**src/common/vct_pkg.sv**
```systemverilog
// package: register map, field layouts and timing constants of the calibration timing block
package vct_pkg;

    localparam int unsigned ADDR_W        = 12;
    localparam int unsigned DATA_W        = 32;

    // register byte offsets
    localparam logic [11:0] OFS_INT_VALUE = 12'h000;
    localparam logic [11:0] OFS_REF_CTRL  = 12'h004;
    localparam logic [11:0] OFS_TIMEOUT   = 12'h008;
    localparam logic [11:0] OFS_LOCK_TO   = 12'h00C;
    localparam logic [11:0] OFS_LVL_WAIT  = 12'h010;
    localparam logic [11:0] OFS_BAND_DIV  = 12'h014;
    localparam logic [11:0] OFS_STATUS    = 12'h018;

    // field widths
    localparam int unsigned INT_W         = 16;
    localparam int unsigned TIMEOUT_W     = 10;
    localparam int unsigned LOCK_TO_W     = 5;
    localparam int unsigned LVL_WAIT_W    = 5;
    localparam int unsigned BAND_DIV_W    = 8;

    // reference control field positions
    localparam int unsigned REF_DBL_BIT   = 0;
    localparam int unsigned REF_HALF_BIT  = 1;

    // status field positions
    localparam int unsigned ST_BUSY_BIT   = 0;
    localparam int unsigned ST_DONE_BIT   = 1;
    localparam int unsigned ST_PHASE_LSB  = 2;

    // reset values
    localparam logic [15:0] RST_INT_VALUE = 16'h0000;
    localparam logic [9:0]  RST_TIMEOUT   = 10'h067;
    localparam logic [4:0]  RST_LOCK_TO   = 5'h0C;
    localparam logic [4:0]  RST_LVL_WAIT  = 5'h1E;
    localparam logic [7:0]  RST_BAND_DIV  = 8'h27;

    // sequencer timing
    localparam int unsigned BAND_PRESCALE = 16;
    localparam int unsigned BAND_PERIODS  = 11;
    localparam int unsigned LVL_MULT      = 30;
    localparam int unsigned CNT_W         = 24;

    // minimum settle time and level wait bound, for software guidance
    localparam int unsigned SETTLE_MIN_NS = 20000;
    localparam int unsigned LVL_MIN_NS    = 50000;

    typedef enum logic [4:0] {
        VCT_IDLE   = 5'b00001,
        VCT_SETTLE = 5'b00010,
        VCT_BAND   = 5'b00100,
        VCT_LEVEL  = 5'b01000,
        VCT_DONE   = 5'b10000
    } vct_state_e;

    typedef struct packed {
        logic [TIMEOUT_W-1:0]  timeout;
        logic [LOCK_TO_W-1:0]  lock_to;
        logic [LVL_WAIT_W-1:0] lvl_wait;
        logic [BAND_DIV_W-1:0] band_div;
    } vct_cal_cfg_s;

    typedef struct packed {
        logic       busy;
        logic       done;
        logic [2:0] phase;
    } vct_cal_stat_s;

endpackage

```
**src/hdl/vct_ref_path.sv**
```systemverilog
`timescale 1ns/1ps
// reference conditioning: optional doubler and divide-by-2 producing the comparison clock
module vct_ref_path (
    // clock and reset
    input  wire logic pclk,
    input  wire logic presetn,
    // reference
    input  wire logic ref_in,
    // options
    input  wire logic dbl_en,
    input  wire logic half_en,
    // comparison clock
    output logic      cmp_clk
);
    import vct_pkg::*;

    logic ref_s1_q;
    logic ref_s2_q;
    logic ref_s3_q;
    logic base_q;
    logic half_q;
    logic cmp_q;

    // each reference edge gives one pclk-wide pulse; the reference must stay
    // below a quarter of pclk so that neighbouring pulses never merge
    wire ref_edge = ref_s2_q ^ ref_s3_q;
    wire base     = dbl_en ? ref_edge : ref_s2_q;
    wire base_up  = base & ~base_q;
    // one toggle per source period gives an even duty cycle
    wire half_d   = half_q ^ base_up;
    wire cmp_d    = half_en ? half_q : base;

    always_ff @(posedge pclk or negedge presetn) begin
        if (!presetn) begin
            ref_s1_q <= 1'b0;
            ref_s2_q <= 1'b0;
            ref_s3_q <= 1'b0;
            base_q   <= 1'b0;
            half_q   <= 1'b0;
            cmp_q    <= 1'b0;
        end else begin
            ref_s1_q <= ref_in;
            ref_s2_q <= ref_s1_q;
            ref_s3_q <= ref_s2_q;
            base_q   <= base;
            half_q   <= half_d;
            cmp_q    <= cmp_d;
        end
    end

    assign cmp_clk = cmp_q;

endmodule

```
**src/hdl/vct_timing.sv**
```systemverilog
// Our own choices: the placing of the registers and the APB register port.
`timescale 1ns/1ps
// calibration timing top: apb registers, reference path and phase sequencer
//
// Function
// - When doubling is selected the reference is multiplied by two before becoming the comparison clock.
// - When halving is selected the reference is divided by two with an even duty cycle.
// - The sequencer holds the settling phase for its programmed length before band selection.
// - Settling lasts timeout times lock timeout comparison cycles; the sequencer counts pclk cycles instead.
// - Band selection runs exactly eleven band clock periods.
// - Level calibration lasts thirty times level wait times timeout comparison cycles; the sequencer counts pclk cycles instead.
// - Level wait and lock timeout are five-bit unsigned fields.
// - A new frequency is applied and calibration started only on a write of the integer register.
module vct_timing (
    // apb
    input  wire logic                        pclk,
    input  wire logic                        presetn,
    input  wire logic                        psel,
    input  wire logic                        penable,
    input  wire logic                        pwrite,
    input  wire logic [vct_pkg::ADDR_W-1:0]  paddr,
    input  wire logic [vct_pkg::DATA_W-1:0]  pwdata,
    output logic      [vct_pkg::DATA_W-1:0]  prdata,
    output logic                             pready,
    output logic                             pslverr,
    // reference pin
    input  wire logic                        ref_in,
    // calibration outputs
    output logic                             cmp_clk,
    output logic      [vct_pkg::INT_W-1:0]   int_value,
    output logic                             freq_apply,
    output logic                             cal_busy,
    output logic                             cal_done,
    output logic                             band_clk,
    output logic                             level_calibration
);
    import vct_pkg::*;

    // registers
    logic [INT_W-1:0]      int_q;
    logic [1:0]            ref_ctrl_q;
    logic [TIMEOUT_W-1:0]  timeout_q;
    logic [LOCK_TO_W-1:0]  lock_to_q;
    logic [LVL_WAIT_W-1:0] lvl_wait_q;
    logic [BAND_DIV_W-1:0] band_div_q;
    logic                  apply_q;
    logic                  done_q;
    logic [DATA_W-1:0]     rd_mux;

    // apb decode
    wire acc       = psel & penable;
    wire wr        = acc & pwrite;
    wire hit_int   = (paddr == OFS_INT_VALUE);
    wire hit_ref   = (paddr == OFS_REF_CTRL);
    wire hit_to    = (paddr == OFS_TIMEOUT);
    wire hit_lock  = (paddr == OFS_LOCK_TO);
    wire hit_lvl   = (paddr == OFS_LVL_WAIT);
    wire hit_band  = (paddr == OFS_BAND_DIV);
    wire hit_stat  = (paddr == OFS_STATUS);
    wire hit_any   = hit_int | hit_ref | hit_to | hit_lock | hit_lvl | hit_band | hit_stat;
    wire wr_int    = wr & hit_int;

    assign pready  = 1'b1;
    assign pslverr = acc & ~hit_any;

    // reference path
    vct_ref_path u_ref (
        .pclk    (pclk),
        .presetn (presetn),
        .ref_in  (ref_in),
        .dbl_en  (ref_ctrl_q[REF_DBL_BIT]),
        .half_en (ref_ctrl_q[REF_HALF_BIT]),
        .cmp_clk (cmp_clk)
    );

    // sequencer state
    vct_state_e        st_q;
    vct_state_e        st_d;
    logic [CNT_W-1:0]  cnt_q;
    logic [CNT_W-1:0]  cnt_d;
    logic [BAND_DIV_W+3:0] bdiv_q;
    logic [BAND_DIV_W+3:0] bdiv_d;
    logic [3:0]        bper_q;
    logic [3:0]        bper_d;

    // reload values; lock timeout and level wait are 5-bit fields
    wire [CNT_W-1:0] settle_len = CNT_W'(timeout_q) * CNT_W'(lock_to_q);
    wire [CNT_W-1:0] level_len  = CNT_W'(LVL_MULT) * CNT_W'(lvl_wait_q)
                                  * CNT_W'(timeout_q);
    wire [BAND_DIV_W+3:0] bdiv_len = (BAND_DIV_W+4)'(BAND_PRESCALE)
                                     * (BAND_DIV_W+4)'(band_div_q);
    wire cnt_last  = (cnt_q <= CNT_W'(1));
    wire bdiv_last = (bdiv_q <= (BAND_DIV_W+4)'(1));
    wire bper_last = (bper_q == 4'(BAND_PERIODS - 1));

    always_comb begin
        st_d   = st_q;
        cnt_d  = cnt_q;
        bdiv_d = bdiv_q;
        bper_d = bper_q;
        case (st_q)
            VCT_IDLE, VCT_DONE: begin
                cnt_d = cnt_q;
            end
            VCT_SETTLE: begin
                cnt_d = cnt_q - CNT_W'(1);
                if (cnt_last) begin
                    st_d   = VCT_BAND;
                    bdiv_d = bdiv_len;
                    bper_d = 4'h0;
                end
            end
            VCT_BAND: begin
                bdiv_d = bdiv_q - (BAND_DIV_W+4)'(1);
                if (bdiv_last) begin
                    bdiv_d = bdiv_len;
                    bper_d = bper_q + 4'h1;
                    if (bper_last) begin
                        st_d  = VCT_LEVEL;
                        cnt_d = level_len;
                    end
                end
            end
            VCT_LEVEL: begin
                cnt_d = cnt_q - CNT_W'(1);
                if (cnt_last) begin
                    st_d = VCT_DONE;
                end
            end
            default: begin
                st_d = VCT_IDLE;
            end
        endcase
        // a write of the integer register restarts the whole sequence
        if (wr_int) begin
            st_d  = VCT_SETTLE;
            cnt_d = settle_len;
        end
    end

    // phases are counted in pclk cycles, pclk standing in as the comparison clock
    always_ff @(posedge pclk or negedge presetn) begin
        if (!presetn) begin
            st_q   <= VCT_IDLE;
            cnt_q  <= '0;
            bdiv_q <= '0;
            bper_q <= 4'h0;
        end else begin
            st_q   <= st_d;
            cnt_q  <= cnt_d;
            bdiv_q <= bdiv_d;
            bper_q <= bper_d;
        end
    end

    // register writes
    always_ff @(posedge pclk or negedge presetn) begin
        if (!presetn) begin
            int_q      <= RST_INT_VALUE;
            ref_ctrl_q <= 2'h0;
            timeout_q  <= RST_TIMEOUT;
            lock_to_q  <= RST_LOCK_TO;
            lvl_wait_q <= RST_LVL_WAIT;
            band_div_q <= RST_BAND_DIV;
        end else if (wr) begin
            if (hit_int)  int_q      <= pwdata[INT_W-1:0];
            if (hit_ref)  ref_ctrl_q <= pwdata[1:0];
            if (hit_to)   timeout_q  <= pwdata[TIMEOUT_W-1:0];
            if (hit_lock) lock_to_q  <= pwdata[LOCK_TO_W-1:0];
            if (hit_lvl)  lvl_wait_q <= pwdata[LVL_WAIT_W-1:0];
            if (hit_band) band_div_q <= pwdata[BAND_DIV_W-1:0];
        end
    end

    // apply pulse, sticky done, read data
    wire level_end = (st_q == VCT_LEVEL) & cnt_last;
    always_ff @(posedge pclk or negedge presetn) begin
        if (!presetn) begin
            apply_q  <= 1'b0;
            done_q   <= 1'b0;
        end else begin
            apply_q  <= wr_int;
            done_q   <= level_end | (done_q & ~wr_int);
        end
    end

    vct_cal_stat_s stat;
    assign stat.busy  = (st_q == VCT_SETTLE) | (st_q == VCT_BAND) | (st_q == VCT_LEVEL);
    assign stat.done  = done_q;
    assign stat.phase = {st_q == VCT_LEVEL, st_q == VCT_BAND, st_q == VCT_SETTLE};
    assign rd_mux = hit_int  ? DATA_W'(int_q) :
                    hit_ref  ? DATA_W'(ref_ctrl_q) :
                    hit_to   ? DATA_W'(timeout_q) :
                    hit_lock ? DATA_W'(lock_to_q) :
                    hit_lvl  ? DATA_W'(lvl_wait_q) :
                    hit_band ? DATA_W'(band_div_q) :
                    hit_stat ? DATA_W'({stat.phase, stat.done, stat.busy}) : '0;

    // read data is presented combinationally from the live mux during the access phase
    assign prdata            = rd_mux;
    assign int_value         = int_q;
    assign freq_apply        = apply_q;
    assign cal_busy          = stat.busy;
    assign cal_done          = done_q;
    assign band_clk          = (st_q == VCT_BAND) & (bdiv_q > (BAND_DIV_W+4)'(bdiv_len >> 1));
    assign level_calibration = (st_q == VCT_LEVEL);

endmodule
```
**config.mk**
```make
export PLATFORM = sky130hd
export DESIGN_NAME = vct_timing
export DESIGN_NICKNAME = d
export VERILOG_FILES = /design/src/common/vct_pkg.sv /design/src/hdl/vct_ref_path.sv /design/src/hdl/vct_timing.sv
export SDC_FILE = /design/constraint.sdc
export NUM_CORES = 1
export LEC_CHECK = 0
export BUFFER_PORTS_ARGS = -buffer_cell sky130_fd_sc_hd__buf_2
export CORE_MARGIN = 1.5
export CORE_UTILIZATION = 45
export DETAILED_ROUTE_END_ITERATION = 8
export PLACE_DENSITY = 0.75
export SYNTH_ARGS = -nofsm -noshare
export SYNTH_HDL_FRONTEND = slang
export SYNTH_SLANG_ARGS = --single-unit
```
**constraint.sdc**
```tcl
create_clock -name pclk -period 9.08 [get_ports pclk]
set_input_delay 1.362 -clock pclk [delete_from_list [all_inputs] [get_ports pclk]]
set_output_delay 1.362 -clock pclk [all_outputs]
set_load 0.05 [all_outputs]
```
==> impl_metrics.csv <==
group,metric,value,unit
clock_network,cts_resized,0,
grt,grt_pass1_wl,44.86,mm
grt,grtUsageMet1,0.3029,
synth,synth_cells,1270,
detailed_routing,viasPerCell,5.661,
synth,synth_ff_type,"dfrtp_1",
setup_path,crit_fanout,14,
detailed_routing,vias,9239,
sta,fmax,130.9,MHz
grt,grt_pass1_vias,8942,
clock_network,cts_made_buffers,9,
detailed_routing,wirelength,27.06,mm
detailed_routing,antenna_left,0,
grt,grt_max_degree,68,
sta,timing.final.crit_share,0.8412,
grt,grt_util_met2,0.3841,
detailed_routing,wire_per_inst,16.58,µm
cells_and_area,area_delta_synth_final,7.637,%
synth,yosysSeqAreaShare,0.2299,
synth,yosysMostFrequentCell,"nand2_1",
sta,rsz0062_at_grt,"no",
clock_network,cts_setup_buffers,0,
place,place_inst,1616,
run_status,status,"complete, no violations",
clock_network,cts_tree,"yes",
detailed_routing,drt-pass1-iter-count,6,
clock_network,clock_path_buffers,2,
power_and_ir_drop,ir_drop,84.02,µV
synth,synth_area,10860,µm²
setup_path,required,9.31,ns
grt,top_usage_layer,"met2",
power_and_ir_drop,comb_power_share,0.067,
grt,grt_use_total,0.2273,
setup_path,worstPathArrival,7.87,ns
grt,antenna_found_initial,0,
min_path,min_path_type,"reg -> reg",
synth,synth_common_cells,"nand2_1, inv_1, ha_1",
synth,synth_top_area_share,0.1912,
cells_and_area,stdcell_count,1632,
place,io_buffer_count,72,
power_and_ir_drop,leakagePower,5.810,nW
detailed_routing,drc,0,
grt,overflow,0,
floorplan,start_util,0.4600,
place,detailedPlace.worstSlack,1.410,ns
sta,relSlewSlack,0.2603,
power_and_ir_drop,pwr-share-seq,0.512,
sta,finalMaxSlewViolations,0,
setup_path,start_kind,"flop",
sta,tightest_slew,1.094,ns
synth,ys_seq_elements,99,
power_and_ir_drop,p_clk_frac,0.421,
power_and_ir_drop,power-per-cell-area,74.80,nW/µm²
clock_network,clk_latency,0.36,ns
floorplan,die_w,158.4,µm
cells_and_area,nNetsFinal,1535,
synth,synth.distinct_cells,79,
synth,async_flop_share,1.000,
power_and_ir_drop,power_switching,0.2222,mW
place,dpl.hpwl,20.47,mm
sta,setup_viol,0,
cells_and_area,antenna_cells,0,
detailed_routing,dr.first_iter.drc_count,737,
job,drv_cap,0,
synth,yosysTopAreaCell,"dfrtp_1",
synth,synth-edff-count,0,
sta,skew,0.007897,ns
cells_and_area,drive_gt1_frac,0.1181,
clock_network,ctsHoldBuffers,0,
clock_network,root_buffer,"clkbuf_16",
floorplan,rows,56,
sta,post-route-min-period,7.638,ns
floorplan,design.portCount,106,
sta,fin_setup_tns,0,ns
setup_path,critPathKind,"reg -> reg",
place,place_congestion,0.8828,
sta,finalHoldViolations,0,
grt,grt_util_met3,0.02422,
clock_network,clkTransAtPathRegs,0.07,ns
floorplan,coreArea,23610,µm²
clock_network,h-tree-depth,3,
synth,ys_top_cells_by_area,"dfrtp_1, fa_1, ha_1",
floorplan,die_h,158.4,µm
setup_path,end_kind,"flop",
sta,setup_slack,1.442,ns
power_and_ir_drop,swShare,0.2541,
power_and_ir_drop,intPower,0.6523,mW
synth,yosys_warnings,0,
clock_network,clock_sinks,99,
floorplan,die_area,25080,µm²
synth,synth.avg_cell_area,8.552,µm²
## flip-flops by register name, summed over array words and instances, names as in the netlist
signal / count
u_ref.ref_s1_q: 1
st_q: 5
timeout_q: 10
lvl_wait_q: 5
band_div_q: 8
cnt_q: 24
u_ref.ref_s3_q: 1
u_ref.cmp_clk: 1
bdiv_q: 12
u_ref.ref_s2_q: 1
lock_to_q: 5
cal_done: 1
freq_apply: 1
ref_ctrl_q: 2
u_ref.base_q: 1
u_ref.half_q: 1
int_value: 16
bper_q: 4
## metrics by stage
stage	total power, mW	hold slack, ns	cell area [µm²]	util
floorplan	0.4958	0.3312	10920	-
global route	0.9053	0.3602	11690	0.4951
finish	0.8746	0.3541	11690	0.4951
CTS	0.8819	0.3570	11690	0.4951
global placement	0.5143	0.3425	11420	0.4836
detailed placement	0.5154	0.3418	11420	0.4836
## per-layer routing
metal	part of all wire	vias to the layer above
li1	-	4309
met1	0.43	4588
met2	0.49	297
met3	0.051	45
met4	0.027	0
met5	0	-
## worst max-delay path, cell delays in order, from the launching register on
cell       delay [ns]
dfrtp_1          0.74
fa_1             0.54
fa_1             0.53
inv_1            0.06
fa_1             0.42
inv_1            0.07
a21oi_1          0.07
o21bai_1         0.20
xor2_1           0.64
nand2_1          0.15
fa_1             0.49
fa_1             0.54
inv_1            0.05
fa_1             0.53
inv_1            0.06
fa_1             0.53
inv_1            0.05
ha_1             0.36
o21ai_0          0.17
a21oi_1          0.25
o21ai_0          0.21
o31ai_1          0.36
xnor2_1          0.11
a2111oi_0        0.38
## final timing paths
kind                                                 from                        end  cells after the start  slack, ns
worst max-delay path            lvl_wait_q[0]$_DFFE_PN0P_      cnt_q[17]$_DFFE_PN0P_                     23       1.44
worst min-delay path             u_ref.ref_s1_q$_DFF_PN0_   u_ref.ref_s2_q$_DFF_PN0_                      0       0.35
worst max register to register  lvl_wait_q[0]$_DFFE_PN0P_      cnt_q[17]$_DFFE_PN0P_                     23       1.44
worst min register to register   u_ref.ref_s1_q$_DFF_PN0_   u_ref.ref_s2_q$_DFF_PN0_                      0       0.35
max in group asynchronous                         presetn       cnt_q[1]$_DFFE_PN0P_                      2       6.95
min in group asynchronous                         presetn  ref_ctrl_q[1]$_DFFE_PN0P_                      1       0.93
## cell type report
cell class                 count  area [µm²]
clock inverter                 5       28.78
sequential                    99        2497
multi-input combinational    957        7492
clock buffer                  11       242.7
inverter                     160       600.6
fill                        2249       11920
tap                          319       399.1
timing repair buffer          81       430.4
## power groups by stage
stage / registers (mW) / clock network [mW] / logic (mW)
6_report: 0.448 / 0.368 / 0.0589
5_1_grt: 0.448 / 0.392 / 0.0649
4_1_cts: 0.448 / 0.374 / 0.0597
3_5_place_dp: 0.456 / 0 / 0.0593
3_3_place_gp: 0.456 / 0 / 0.0584
2_1_floorplan: 0.456 / 0 / 0.0394
## kinds of logic (layout without fill, tap and decap cells)
group | after synthesis | in the layout | share of synthesized area
simple gates | 450 | 450 | 0.2040
compound gates | 238 | 238 | 0.1461
buf+inv | 229 | 257 | 0.08593
fa+ha+maj | 177 | 177 | 0.2647
flops | 99 | 99 | 0.2299
mux | 44 | 44 | 0.04366
xor+xnor | 31 | 31 | 0.02500
other cells | 2 | 17 | 0.0006914
## layout by cell type, fill, tap and decap left out, drive strengths merged, types with 7 or more instances in the layout
cell type | netlist | layout
dfrtp | 83 | 83
nand2 | 181 | 181
a31oi | 9 | 9
nor2b | 11 | 11
ha | 89 | 89
fa | 88 | 88
xnor2 | 21 | 21
and3 | 7 | 7
nand4 | 9 | 9
dfstp | 16 | 16
nor2 | 59 | 59
a21oi | 60 | 60
conb | 2 | 17
mux2i | 17 | 17
a21o | 11 | 11
mux2 | 27 | 27
a211oi | 17 | 17
xor2 | 10 | 10
nand3b | 9 | 9
o31ai | 9 | 9
and2 | 64 | 64
nand2b | 21 | 21
nor3 | 26 | 26
nand3 | 18 | 18
clkbuf | 46 | 11
o21ai | 58 | 58
or3 | 10 | 10
o211ai | 8 | 8
buf | 23 | 81
nor4 | 15 | 15
inv | 159 | 160
(Power assumes the default switching activity.)
